`config.mk`:
```
export PLATFORM = sky130hd
export DESIGN_NAME = ucbrp_read_port
export DESIGN_NICKNAME = d
export VERILOG_FILES = /design/src/rtl/ucbrp_pkg.sv /design/src/rtl/ucbrp_read_port.sv
export SDC_FILE = /design/constraint.sdc
export NUM_CORES = 1
export LEC_CHECK = 0
export ABC_CLOCK_PERIOD_IN_PS = 2900
export BUFFER_PORTS_ARGS = -buffer_cell sky130_fd_sc_hd__buf_4
export CAP_MARGIN = 20
export CORE_MARGIN = 4
export CORE_UTILIZATION = 45
export CTS_BUF_LIST = sky130_fd_sc_hd__clkbuf_2
export DETAILED_ROUTE_END_ITERATION = 7
export GPL_ROUTABILITY_DRIVEN = 0
export PLACE_DENSITY = 0.67
export SLEW_MARGIN = 40
export SYNTH_ARGS = -nofsm -noshare
export SYNTH_HDL_FRONTEND = slang
export SYNTH_SLANG_ARGS = --single-unit
```
`constraint.sdc`:
```
create_clock -name clk_sys -period 2.9 [get_ports clk_sys]
set_input_delay 0.58 -clock clk_sys [delete_from_list [all_inputs] [get_ports clk_sys]]
set_output_delay 0.58 -clock clk_sys [all_outputs]
set_load 0.01 [all_outputs]
```
`src/rtl/ucbrp_pkg.sv`:
```
// shared constants and types of the upstream cell bus read port
package ucbrp_pkg;
  localparam int ADDR_W = 5;
  localparam int WORD_W = 16;
  localparam int READ_CLK_MAX_MHZ = 52;
  localparam int CELL_WORDS_MIN = 27;
  localparam int CELL_WORDS_MAX = 29;
  localparam logic PARITY_ODD_RST = 1'b1;
  localparam logic [WORD_W-1:0] WORD_RST = 16'h0000;
  localparam logic [ADDR_W-1:0] ADDR_RST = 5'h00;

  typedef enum logic [1:0] {
    POS_FIRST,
    POS_SECOND,
    POS_REST
  } ucbrp_pos_e;
endpackage

```
`src/rtl/ucbrp_read_port.sv`:
```
// upstream cell bus read port, sampled on the system clock
`timescale 1ns/1ps
// limitations: outputs lag the read clock pin by about three system
// clocks, so the system clock must run well above the read clock.
// the protocol select is synced like any pin but must stay put while
// cells move; a change mid-cell leaves the staged words meaningless.
// buffer words are taken show-ahead: bufWord must be valid before a
// read clock rise is detected.
module ucbrp_read_port #(
  parameter bit PARITY_ODD = ucbrp_pkg::PARITY_ODD_RST
) (
  input wire logic clk_sys,
  input wire logic sys_rst,
  input wire logic clkEn,
  input wire logic upstreamReadClock,
  input wire logic upstream_protocol_select,
  input wire logic [ucbrp_pkg::ADDR_W-1:0] upstream_poll_address,
  input wire logic upstream_read_enable_n,
  input wire logic [ucbrp_pkg::ADDR_W-1:0] device_identification_address,
  input wire logic cellQueued,
  input wire logic [ucbrp_pkg::WORD_W-1:0] bufWord,
  input wire logic bufLastWord,
  output logic bufRead,
  output logic [ucbrp_pkg::WORD_W-1:0] upstream_word_bus,
  output logic upstream_word_parity,
  output logic upstream_start_of_cell,
  output logic upstream_start_of_transfer,
  output logic busOe,
  output logic upstream_cell_available,
  output logic cellAvailOe
);
  typedef struct packed {
    // pin synchronisers, then device select and cell position
    logic clkMeta;
    logic clkS;
    logic clkPrev;
    logic renMeta;
    logic renS;
    logic protMeta;
    logic protS;
    logic [ucbrp_pkg::ADDR_W-1:0] adrMeta;
    logic [ucbrp_pkg::ADDR_W-1:0] adrS;
    logic [ucbrp_pkg::ADDR_W-1:0] idMeta;
    logic [ucbrp_pkg::ADDR_W-1:0] idS;
    logic selected;
    ucbrp_pkg::ucbrp_pos_e pos;
    // base output stage
    logic aDrive;
    logic [ucbrp_pkg::WORD_W-1:0] aWord;
    logic aFirst;
    logic aSecond;
    logic aPar;
    // extended output stage
    logic bDrive;
    logic [ucbrp_pkg::WORD_W-1:0] bWord;
    logic bFirst;
    logic bSecond;
    logic bPar;
    // poll answer stages
    logic pollA;
    logic availA;
    logic pollB;
    logic availB;
  } ucbrp_state_s;

  // enable taken as high so leaving reset never looks like a read
  localparam ucbrp_state_s STATE_RST = '{
    clkMeta: 1'b0,
    clkS: 1'b0,
    clkPrev: 1'b0,
    renMeta: 1'b1,
    renS: 1'b1,
    protMeta: 1'b0,
    protS: 1'b0,
    adrMeta: ucbrp_pkg::ADDR_RST,
    adrS: ucbrp_pkg::ADDR_RST,
    idMeta: ucbrp_pkg::ADDR_RST,
    idS: ucbrp_pkg::ADDR_RST,
    selected: 1'b0,
    pos: ucbrp_pkg::POS_FIRST,
    aDrive: 1'b0,
    aWord: ucbrp_pkg::WORD_RST,
    aFirst: 1'b0,
    aSecond: 1'b0,
    aPar: 1'b0,
    bDrive: 1'b0,
    bWord: ucbrp_pkg::WORD_RST,
    bFirst: 1'b0,
    bSecond: 1'b0,
    bPar: 1'b0,
    pollA: 1'b0,
    availA: 1'b0,
    pollB: 1'b0,
    availB: 1'b0
  };

  ucbrp_state_s s;
  ucbrp_state_s next_s;
  // combinational helpers
  logic rise;
  logic match;
  logic doRead;

  always_comb begin
    next_s = s;
    rise = 1'b0;
    match = 1'b0;
    doRead = 1'b0;
    if (clkEn) begin
      // async pins: two flops before any use; read clock rides alongside
      next_s.clkMeta = upstreamReadClock;
      next_s.clkS = s.clkMeta;
      next_s.clkPrev = s.clkS;
      next_s.renMeta = upstream_read_enable_n;
      next_s.renS = s.renMeta;
      next_s.protMeta = upstream_protocol_select;
      next_s.protS = s.protMeta;
      next_s.adrMeta = upstream_poll_address;
      next_s.adrS = s.adrMeta;
      next_s.idMeta = device_identification_address;
      next_s.idS = s.idMeta;
      rise = s.clkS & ~s.clkPrev;
      match = s.adrS == s.idS;
      doRead = ~s.renS & s.selected &
        (s.pos != ucbrp_pkg::POS_FIRST || cellQueued);

      // all bus state moves only on a detected read clock rise
      if (rise) begin
        next_s.pollA = match;
        next_s.availA = cellQueued;
        next_s.pollB = s.pollA;
        next_s.availB = s.availA;
        next_s.bDrive = s.aDrive;
        next_s.bWord = s.aWord;
        next_s.bFirst = s.aFirst;
        next_s.bSecond = s.aSecond;
        next_s.bPar = s.aPar;
        if (doRead) begin
          next_s.aDrive = 1'b1;
          next_s.aWord = bufWord;
          next_s.aPar = (^bufWord) ^ PARITY_ODD;
          next_s.aFirst = s.pos == ucbrp_pkg::POS_FIRST;
          next_s.aSecond = s.pos == ucbrp_pkg::POS_SECOND;
          if (bufLastWord) begin
            next_s.pos = ucbrp_pkg::POS_FIRST;
            if (s.protS) begin
              next_s.selected = 1'b0;
            end
          end else if (s.pos == ucbrp_pkg::POS_FIRST) begin
            next_s.pos = ucbrp_pkg::POS_SECOND;
          end else begin
            next_s.pos = ucbrp_pkg::POS_REST;
          end
        end else begin
          next_s.aDrive = 1'b0;
          next_s.aFirst = 1'b0;
          next_s.aSecond = 1'b0;
          if (s.renS) begin
            if (s.protS && s.pos != ucbrp_pkg::POS_FIRST) begin
              next_s.selected = s.selected;
            end else begin
              next_s.selected = match;
            end
          end
        end
      end
    end
  end

  // the freeze lives in the next-state logic, not here
  always_ff @(posedge clk_sys or posedge sys_rst) begin
    if (sys_rst) begin
      s <= STATE_RST;
    end else begin
      s <= next_s;
    end
  end

  // advance with the latch
  // combinational so a frozen pulse can never be replayed after clkEn
  assign bufRead = rise & doRead;

  always_comb begin
    if (s.protS) begin
      upstream_word_bus = s.bWord;
      upstream_word_parity = s.bPar;
      busOe = s.bDrive;
      upstream_start_of_cell = s.bSecond;
      upstream_start_of_transfer = s.bFirst;
      cellAvailOe = s.pollB;
      upstream_cell_available = s.availB;
    end else begin
      upstream_word_bus = s.aWord;
      upstream_word_parity = s.aPar;
      busOe = s.aDrive;
      upstream_start_of_cell = s.aFirst;
      // base drives the transfer mark low
      upstream_start_of_transfer = 1'b0;
      // poll answer without the extra stage
      cellAvailOe = s.pollA;
      upstream_cell_available = s.availA;
    end
  end
endmodule // ucbrp_read_port

```
==> reports/metrics.yaml, run 1 <==
status:
  status: "finished, final reports clean"
floorplanning:
  rows: 31
  die_area_um2: 8848
  chipWidth_um: 94.07
  core_um2: 7214
  initial_core_util_pct: 46.20
  die_h_um: 94.07
  ioPinCount: 57
finish:
  fillers: 668
  fin_util_pct: 54.98
  seqCellArea_um2: 1854
  top_register: "s"
  area_growth_pct: 18.99
  reg_top3: "s: 74 flops"
  multi_input_area_um2: 1399
  final_nets: 362
  diodes: 0
  stdcell_area_um2: 3966
  layout_common_cells: "72 x nand2_1, 72 x dfrtp_1, 61 x buf_4"
  largest_reg_flops: 74
  final_layout_size_suffix_gt1_share_pct: 45.18
worst_setup_path:
  criticalPathCategory: "reg -> out"
  crit_fanout: 9
  cp-end-kind: "output port"
  arrival_ps: 1800
  required_ps: 2320
  start_kind: "flip-flop"
cts:
  clk_latency_ps: 480
  cts_hold_buf: 0
  cts_resized: 0
  cts_setup_buffers: 0
  cts_root_buf: "clkbuf_2"
  cts_tree: "built"
  clk_pin_slew_ps: 180
  cts_max_level: 3
  clk_path_buf_depth: 2
  cts-buffers-inserted: 9
  clkSinkCount: 74
run:
  maxCapViolCount: 0
routing:
  vias: 2096
  firstDrtPassIters: 4
  wire_per_inst_um: 14.12
  drc_errors: 0
  drt_wl_total_mm: 6.085
  ant_nets: 0
  drt_iter0_drc: 95
  vias_per_cell: 4.863
min_path:
  hp-class: "in -> async"
sta:
  finalHoldViolations: 0
  tightest_slew_ps: 762.6
  worst_slack_ps: 518.2
  setup_tns_ps: 0
  finalSetupViolations: 0
  min_period_ps: 2382
  finalCritPeriodShare_pct: 82.13
  final_max_slew_viol_count: 0
  slew_headroom_pct: 49.11
  rsz0062_at_grt: "no"
  fmax_mhz: 419.8
  skew_ps: 20.58
synth:
  ys_types: 27
  ys_ff_latch: 74
  synth-edff-count: 0
  yosysWarningCount: 0
  synth_area_um2: 3333
  avgSynthCellArea_um2: 12.44
  ys.flop_type: "dfrtp_1"
  syn-num-nets: 302
  async_flop_share_pct: 100.0
  synthCells: 268
  seq_area_frac_synth_pct: 55.63
global_route:
  grt_pass1_wl_mm: 10.28
  grt_pass1_vias: 2184
  grt.total_usage_pct: 15.07
  gr-total-overflow: 0
  grt_start_max_net_pins: 75
  antenna_found_initial: 0
placement:
  pre_cts_ws_ps: 724.8
  portBuffers: 56
  dpl_cell_area_um2: 3862
  post-dp-hpwl_mm: 4.114
power_and_ir_drop:
  power_density_nw_per_um2: 831.4
  irDropWorstVdd_mv: 0.3275
  p_leak_nw: 1.921
[kinds of logic after synthesis]
group / count (synthesis) / share of synthesized area (%)
AND/OR/NAND/NOR: 83 / 10.55
buffers and inverters: 15 / 2.402
multiplexers: 67 / 24.21
flip-flops: 74 / 55.63
XOR/XNOR: 20 / 5.481
AO/OA/AOI/OAI: 9 / 1.727
[layer usage]
| metal | share of wire, % | routed length, um | vias to the layer above | global-route usage (%) |
|---|---|---|---|---|
| met5 | 0 | 0 | - | 0 |
| met4 | 1.2 | 70 | 0 | 5.295 |
| met3 | 5.1 | 310 | 8 | 5.449 |
| met2 | 49 | 2966 | 64 | 23.60 |
| met1 | 45 | 2738 | 1014 | 19.29 |
| li1 | - | - | 1010 | - |
[critical path: stages, from the launching register on]
cell and delay [ps]:
dfrtp_1 480, nor3_1 450, nor3_4 40, buf_4 200, buf_4 150
[cell usage after synthesis, types with 2 or more instances]
library cell | count | share of area (%)
a21oi_1 | 2 | 0.30
buf_6 | 2 | 0.68
nor2_1 | 2 | 0.23
mux2_4 | 14 | 6.3
inv_1 | 2 | 0.23
nand2_1 | 72 | 8.1
xor2_1 | 5 | 1.3
nand3_1 | 2 | 0.30
dfrtp_1 | 72 | 54
buf_1 | 2 | 0.23
buf_2 | 4 | 0.60
clkbuf_1 | 4 | 0.45
dfstp_2 | 2 | 1.6
nor3_1 | 3 | 0.45
mux2_2 | 53 | 18
xnor2_1 | 14 | 3.7
o21ai_0 | 3 | 0.45
[layout make-up]
type | count | area share, %
Multi-Input combinational cell | 179 | 35.27
Clock inverter | 6 | 1.483
Tap cell | 99 | 3.123
Timing Repair Buffer | 62 | 12.05
Sequential cell | 74 | 46.75
Inverter | 2 | 0.1893
Clock buffer | 9 | 1.136
[metrics by stage]
step                hold WS [ps]  total power, W  cells
finish                     158.5        0.003298    431
global route               93.20        0.003549    431
CTS                        117.9        0.003346    431
detailed placement         456.6        0.002809    416
global placement           451.5        0.002777    416
floorplan                  438.1        0.002350    268
[where the power goes]
group          leakage [nW]  internal (W)  switching, W  total, W
clock                0.0612      0.000188      0.000340  0.000528
sequential            0.904       0.00138      0.000237   0.00162
combinational         0.956      0.000688      0.000466   0.00115
[final timing paths]
path	from	cells past startpoint	endpoint	slack, ps
worst min register to register	s[22]$_DFFE_PP0P_	2	s[22]$_DFFE_PP0P_	500
worst max register to register	s[71]$_DFFE_PP0P_	5	s[46]$_DFFE_PP0P_	960
worst min-delay path	sys_rst	3	s[28]$_DFFE_PP0P_	160
min in group clk_sys	bufLastWord	2	s[45]$_DFFE_PP0P_	270
max in group asynchronous	sys_rst	3	s[69]$_DFFE_PP1P_	2400
worst max-delay path	s[44]$_DFFE_PP0P_	4	bufRead	520
(Power assumes the default switching activity.)
==> run 2: changes to the inputs <==
--- a/config.mk
+++ b/config.mk
@@ -5,7 +5,8 @@
 export SDC_FILE = /design/constraint.sdc
 export NUM_CORES = 1
 export LEC_CHECK = 0
-export ABC_CLOCK_PERIOD_IN_PS = 2900
+export ABC_AREA = 1
+export ABC_CLOCK_PERIOD_IN_PS = 2050
 export BUFFER_PORTS_ARGS = -buffer_cell sky130_fd_sc_hd__buf_4
 export CAP_MARGIN = 20
 export CORE_MARGIN = 4
@@ -13,7 +14,7 @@
 export CTS_BUF_LIST = sky130_fd_sc_hd__clkbuf_2
 export DETAILED_ROUTE_END_ITERATION = 7
 export GPL_ROUTABILITY_DRIVEN = 0
-export PLACE_DENSITY = 0.67
+export PLACE_DENSITY = 0.69
 export SLEW_MARGIN = 40
 export SYNTH_ARGS = -nofsm -noshare
 export SYNTH_HDL_FRONTEND = slang
==> constraint.sdc (replaced) <==
create_clock -name clk_sys -period 2.05 [get_ports clk_sys]
set_input_delay 0.41 -clock clk_sys [delete_from_list [all_inputs] [get_ports clk_sys]]
set_output_delay 0.41 -clock clk_sys [all_outputs]
set_load 0.01 [all_outputs]
==> run 2 against run 1 <==
Setup slack got worse by 440 ps. Synthesized cell count increased by 68%. Combinational power increased by 17%. Via count increased by 39%. Global-route usage increased by 0.081 points. Clock power increased by 80%. Critical path depth decreased by 1. Clock-buffer cell count unchanged. Area after synthesis increased by 6.3%. Cell count increased by 42%. Largest power group unchanged. Highest routed layer unchanged.
==> reports/metrics.yaml, run 2 <==
global_route:
  antenna_found_initial: 0  # unchanged
  grt_util_met1_pct: 18.89  # -0.39 points
  grt_pass1_vias: 2713  # +24%
  use_met3_pct: 4.182  # -1.3 points
  grt.total_usage_pct: 15.15  # +0.081 points
  top_usage_layer: "met2"
  gr-total-overflow: 0  # unchanged
  grt_start_max_net_pins: 51  # -32%
  globalRouteMet2Util_pct: 25.58  # +2.0 points
  grt_pass1_wl_mm: 11.70  # +14%
sta:
  tightest_slew_ps: 494.4  # -268.2 ps
  finalSetupViolations: 0  # unchanged
  worst_slack_ps: 79.61  # -438.6 ps
  rsz0062_at_grt: "yes"
  timing.hold.ws_ps: 105.2  # -53.34 ps
  min_period_ps: 1970
  skew_ps: 18.86  # -1.729 ps
  slew_headroom_pct: 66.97  # +18 points
  finalCritPeriodShare_pct: 96.12
  finalHoldViolations: 0  # unchanged
  fmax_mhz: 507.5
  setup_tns_ps: 0  # unchanged
  final_max_slew_viol_count: 0  # unchanged
cts:
  cts_tree: "built"
  clk_latency_ps: 500  # +20 ps
  clkSinkCount: 74  # unchanged
  clk_pin_slew_ps: 200  # +20 ps
  cts-buffers-inserted: 9  # unchanged
  cts_max_level: 3  # unchanged
  clk_path_buf_depth: 2  # unchanged
  cts_root_buf: "clkbuf_2"
worst_setup_path:
  arrival_ps: 1560  # -240 ps
  cp-end-kind: "output port"
  crit_fanout: 45  # +36
  criticalPathCategory: "reg -> out"
  start_kind: "flip-flop"
  r2r-start: "s[71]$_DFFE_PP0P_"
  required_ps: 1640  # -680 ps
  startpoint: "s[67]$_DFFE_PP0P_"
synth:
  syn-num-nets: 483  # +60%
  ys_ff_latch: 74  # unchanged
  avgSynthCellArea_um2: 7.892  # -37%
  yosysWarningCount: 0  # unchanged
  synthTopCellsByArea: "dfrtp_1 51%, nand2_1 17%, o21ai_0 9.9%"
  synthCells: 449  # +68%
  synth_area_um2: 3543  # +6.3%
  ys.flop_type: "dfrtp_1"
  synthTopCellsByCount: "162 x nand2_1, 72 x dfrtp_1, 70 x o21ai_0"
  yosysMostFrequentCell: "nand2_1"
  synth-edff-count: 0  # unchanged
  synth_top_cell_by_area: "dfrtp_1"
  ys_types: 26  # -3.7%
  async_flop_share_pct: 100.0  # unchanged
  yosysTopAreaCellShare_pct: 50.85  # -3.2 points
  seq_area_frac_synth_pct: 52.33  # -3.3 points
power_and_ir_drop:
  p_clk_share_pct: 21.6  # +5.6 points
  p_seq_share_pct: 47.8  # -1.2 points
  p_int_w: 0.002888  # +28%
  pwr-share-comb_pct: 30.6  # -4.4 points
  irDropWorstVdd_mv: 0.4834  # +48%
  power_density_nw_per_um2: 1038  # +25%
  swShare_pct: 34.11  # +2.5 points
  p_sw_w: 0.001495  # +43%
  p_leak_nw: 2.223  # +16%
floorplanning:
  core_um2: 7687  # +6.6%
  initial_core_util_pct: 46.09  # -0.11 points
  rows: 32  # +3.2%
  die_h_um: 96.74  # +2.8%
  chipWidth_um: 96.74  # +2.8%
  die_area_um2: 9358  # +5.8%
  ioPinCount: 57  # unchanged
finish:
  fillers: 763  # +14%
  final_layout_size_suffix_gt1_share_pct: 18.43  # -27 points
  layout_common_cells: "162 x nand2_1, 72 x dfrtp_1, 64 x o21ai_0"
  diodes: 0  # unchanged
  final_nets: 539  # +49%
  largest_reg_flops: 74  # unchanged
  reg_top3: "s: 74 flops"
  stdcell_area_um2: 4222  # +6.4%
  fin_util_pct: 54.92  # -0.062 points
  multi_input_area_um2: 1339  # -4.3%
  seqCellArea_um2: 1854  # unchanged
  area_growth_pct: 19.14
  top_register: "s"
  final_common_cell: "nand2_1"
placement:
  dpl_cell_area_um2: 4053  # +4.9%
  portBuffers: 56  # unchanged
  post-dp-hpwl_mm: 5.121  # +24%
  pre_cts_ws_ps: 574.5  # -150.3 ps
routing:
  firstDrtPassIters: 5  # +1
  vias: 2909  # +39%
  drt_wl_total_mm: 7.013  # +15%
  ant_nets: 0  # unchanged
  drt_iter0_drc: 100  # +5.3%
  wire_per_inst_um: 11.46  # -19%
  vias_per_cell: 4.753  # -2.3%
  drc_errors: 0  # unchanged
min_path:
  hp-class: "in -> reg"
  hp-start: "bufLastWord"
status:
  status: "finished, final reports clean"
run:
  maxCapViolCount: 0  # unchanged
[run 2: cell count changes after synthesis, sizes merged, moves of 4 or more]
cell	previous run	this run
o21ai	4	79
inv	2	64
a21oi	2	11
nor3	4	0
xnor2	15	2
nor2	2	23
clkbuf	4	9
mux2	67	3
nand2	72	164
[run 2: cell families (layout without fill, tap and decap cells)]
group,after synthesis,after routing,share of synthesized area [%]
DFF,74,74,52.33
xor gates and xnor gates,6,6,1.483
and+or+nand+nor,190,190,21.50
buffers and inverters,83,144,10.03
AOI/OAI and AO/OA,93,93,13.70
muxes,3,3,0.9533
[run 2: area by class of cell]
type                    count  area share, %
clock buffers               9          1.067
clock inverters             7          2.401
inverters                  64          5.839
multi-input cells         292          31.71
flip-flops and latches     74          43.92
well taps                 102          3.023
repair buffers             64          12.03
[run 2: critical path, stage by stage, from the launching register on]
cell	delay (ps)
dfrtp_1	440
buf_12	180
o21ai_0	270
buf_4	180
[run 2: final timing paths]
| check | to | cells past startpoint | slack (ps) |
|---|---|---|---|
| max | upstream_cell_available | 3 | 80 |
| max reg2reg | s[24]$_DFFE_PP0P_ | 6 | 660 |
| min reg2reg | s[5]$_DFFE_PP0P_ | 2 | 510 |
| min in group asynchronous | s[65]$_DFFE_PP0P_ | 3 | 470 |
| max in group asynchronous | s[49]$_DFFE_PP0P_ | 4 | 980 |
| min | s[45]$_DFFE_PP0P_ | 2 | 110 |
[run 2: metrics by stage]
step,instances,total power (W)
floorplan,449,0.002883
global placement,594,0.003398
detailed placement,594,0.003451
CTS,611,0.004406
global route,612,0.004721
finish,612,0.004382
[run 2: what timing repair did]
item / CTS / global route
hold endpoints to repair: 18 / 0
endpoints found under the setup margin: 0 / 15
setup buffers: 0 / 1
hold buffers: 1 / 0
resized for setup: 0 / 7
[run 2: layer usage]
metal | share of wire [%] | up-vias
met1 | 46 | 1352
met5 | 0 | -
li1 | - | 1494
met2 | 48 | 52
met4 | 1.6 | 0
met3 | 3.7 | 11
[run 2: power groups by stage]
stage | Sequential [W] | Clock [W] | Combinational, W
after floorplan | 0.00207 | 0 | 0.000811
after detailed placement | 0.00212 | 0 | 0.00133
after global routing | 0.00214 | 0.00104 | 0.00154
final | 0.00209 | 0.000948 | 0.00134
after global placement | 0.00210 | 0 | 0.00129
after CTS | 0.00209 | 0.000977 | 0.00134
==> run 3: changes to the inputs <==
--- a/config.mk
+++ b/config.mk
@@ -7,14 +7,16 @@
 export LEC_CHECK = 0
 export ABC_AREA = 1
 export ABC_CLOCK_PERIOD_IN_PS = 2050
-export BUFFER_PORTS_ARGS = -buffer_cell sky130_fd_sc_hd__buf_4
+export BUFFER_PORTS_ARGS = -buffer_cell sky130_fd_sc_hd__buf_2
 export CAP_MARGIN = 20
+export CELL_PAD_IN_SITES_DETAIL_PLACEMENT = 1
+export CELL_PAD_IN_SITES_GLOBAL_PLACEMENT = 2
 export CORE_MARGIN = 4
-export CORE_UTILIZATION = 45
-export CTS_BUF_LIST = sky130_fd_sc_hd__clkbuf_2
+export CORE_UTILIZATION = 31
+export CTS_BUF_LIST = sky130_fd_sc_hd__clkbuf_4 sky130_fd_sc_hd__clkbuf_8
 export DETAILED_ROUTE_END_ITERATION = 7
 export GPL_ROUTABILITY_DRIVEN = 0
-export PLACE_DENSITY = 0.69
+export PLACE_DENSITY = 0.8
 export SLEW_MARGIN = 40
 export SYNTH_ARGS = -nofsm -noshare
 export SYNTH_HDL_FRONTEND = slang
==> run 3 against run 2 <==
Clock-buffer cell count unchanged. Core utilization decreased by 17 points. Sequential power is essentially flat. Routed wire length up 14%. Flip-flop and latch count unchanged. Design area is 0.86% lower. Sequential share of layout area up 0.38 points. Register-to-register slack worse by 30 ps. Setup slack better by 97 ps. Critical endpoint is now upstream_word_bus[7]. Critical path depth did not move. Critical path type unchanged.
==> reports/metrics.yaml, run 3 (synthesis results as in run 2) <==
finish:
  largest_reg_flops: 74  # unchanged
  stdcell_area_um2: 4185  # -0.86%
  final_nets: 537  # -0.37%
  layout_common_cells: "162 x nand2_1, 72 x dfrtp_1, 70 x o21ai_0"
  fin_cells: 648  # +5.9%
  final_common_cell: "nand2_1"
  final_layout_size_suffix_gt1_share_pct: 18.31  # -0.12 points
  reg_top3: "s: 74 flops"
  area_growth_pct: 18.11
  top_register: "s"
  diodes: 0  # unchanged
cts:
  cts_hold_buf: 0  # -1
  clk_path_buf_depth: 2  # unchanged
  cts_resized: 0  # unchanged
  cts_root_buf: "clkbuf_8"
  cts-buffers-inserted: 9  # unchanged
  clkSinkCount: 74  # unchanged
  cts_max_level: 3  # unchanged
  cts_setup_buffers: 0  # unchanged
  cts_tree: "built"
  clk_latency_ps: 350  # -150 ps
  clk_pin_slew_ps: 80  # -120 ps
placement:
  dpl_cell_area_um2: 3960  # -2.3%
  portBuffers: 56  # unchanged
  post-dp-hpwl_mm: 5.900  # +15%
  dp.cells: 632  # +6.4%
floorplanning:
  rows: 38  # +19%
  die_h_um: 114.9  # +19%
  chipWidth_um: 114.9  # +19%
  core_um2: 11030  # +43%
  ioPinCount: 57  # unchanged
  initial_core_util_pct: 32.12  # -14 points
  die_area_um2: 13200  # +41%
global_route:
  gr-total-overflow: 0  # unchanged
  grt.total_usage_pct: 12.92  # -2.2 points
  grt_pass1_wl_mm: 13.77  # +18%
  grt_pass1_vias: 3018  # +11%
  grt_start_max_net_pins: 75  # +47%
  antenna_found_initial: 0  # unchanged
power_and_ir_drop:
  power_density_nw_per_um2: 1094  # +5.4%
  p_leak_nw: 2.198  # -1.1%
  irDropWorstVdd_mv: 0.7369  # +52%
  finalPower_w: 0.004579  # +4.5%
routing:
  firstDrtPassIters: 4  # -1
  vias_per_cell: 4.424  # -6.9%
  vias: 2867  # -1.4%
  drt_wl_total_mm: 8.023  # +14%
  drc_errors: 0  # unchanged
  wire_per_inst_um: 12.38  # +8.0%
  ant_nets: 0  # unchanged
  drt_iter0_drc: 98  # -2.0%
worst_setup_path:
  worstSetupEndpoint: "upstream_word_bus[7]"
  criticalPathCategory: "reg -> out"
  crit_fanout: 20  # -56%
  arrival_ps: 1460  # -100 ps
  reg2reg_slack_ps: 630  # -30 ps
  required_ps: 1640  # about the same
  r2r-start: "s[72]$_DFFE_PP0P_"
  cp-end-kind: "output port"
  start_kind: "flip-flop"
  worstReg2RegEnd: "s[46]$_DFFE_PP0P_"
  reg2reg_depth: 7  # +1
  startpoint: "s[67]$_DFFE_PP0P_"
sta:
  fmax_mhz: 533.8  # +5.2%
  slew_headroom_pct: 71.01  # +4.0 points
  final_max_slew_viol_count: 0  # unchanged
  timing.hold.ws_ps: 148.2  # +42.97 ps
  min_period_ps: 1873  # -96.94 ps
  tightest_slew_ps: 434.8  # -59.53 ps
  finalSetupViolations: 0  # unchanged
  rsz0062_at_grt: "no"
  finalHoldViolations: 0  # unchanged
  skew_ps: 7.934  # -10.92 ps
  finalCritPeriodShare_pct: 91.39  # -4.7 points
  setup_tns_ps: 0  # unchanged
status:
  status: "finished, final reports clean"
min_path:
  hp-class: "in -> async"
run:
  maxCapViolCount: 0  # unchanged
==> run 3: cell types whose count changed in the layout (fill, tap and decap cells not counted), moves of 6 or more <==
| cell | change |
|---|---|
| buf_2 | +56 |
| o21ai_0 | +6 |
| o21ai_1 | -6 |
| buf_4 | -57 |
| clkbuf_2 | -9 |
| clkbuf_8 | +9 |
==> run 3: worst min-delay path by stage <==
stage,slack [ps],end,cells past startpoint,startpoint
2_1_floorplan,450,s[24]$_DFFE_PP0P_,2,s[24]$_DFFE_PP0P_
3_3_place_gp,470,s[59]$_DFFE_PP0P_,2,s[64]$_DFFE_PP0P_
3_5_place_dp,470,s[21]$_DFFE_PP0P_,2,s[21]$_DFFE_PP0P_
4_1_cts,160,s[63]$_DFFE_PP0P_,3,sys_rst
5_1_grt,170,s[63]$_DFFE_PP0P_,3,sys_rst
6_report,150,s[53]$_DFFE_PP0P_,3,sys_rst
==> run 3: metrics by stage <==
step | setup WS (ps) | util [%]
2_1_floorplan | 565.9 | -
3_3_place_gp | 534.3 | 35.90
3_5_place_dp | 491.1 | 35.90
4_1_cts | 177.1 | 37.94
5_1_grt | 103.4 | 37.94
6_report | 176.6 | 37.94
==> run 3: final cells by class <==
type                       count  area, um^2
fill                        1385        6845
sequential                    74        1854
multi-input combinational    292        1334
timing repair buffer          62       350.3
inverter                      64       246.5
tap                          140       175.2
clock buffer                   9       123.9
clock inverter                 7       101.3
==> run 3: per-layer routing <==
layer / vias up / track usage [%] / wire [um] / part of all wire, %
met1: 1330 / 16.78 / 3805 / 47
li1: 1487 / - / - / -
met5: - / 0 / 0 / 0
met3: 10 / 3.263 / 283 / 3.5
met2: 40 / 21.37 / 3859 / 48
met4: 0 / 3.756 / 74 / 0.92
==> run 3: critical path, stage by stage, from the launching register on <==
cell and delay [ps]:
dfrtp_1 410, buf_4 210, o21ai_0 300, buf_2 200
==> run 3: where the power goes <==
group	internal (W)	switching [W]
Combinational	0.000455	0.000757
Clock	0.000695	0.000571
Sequential	0.00190	0.000200
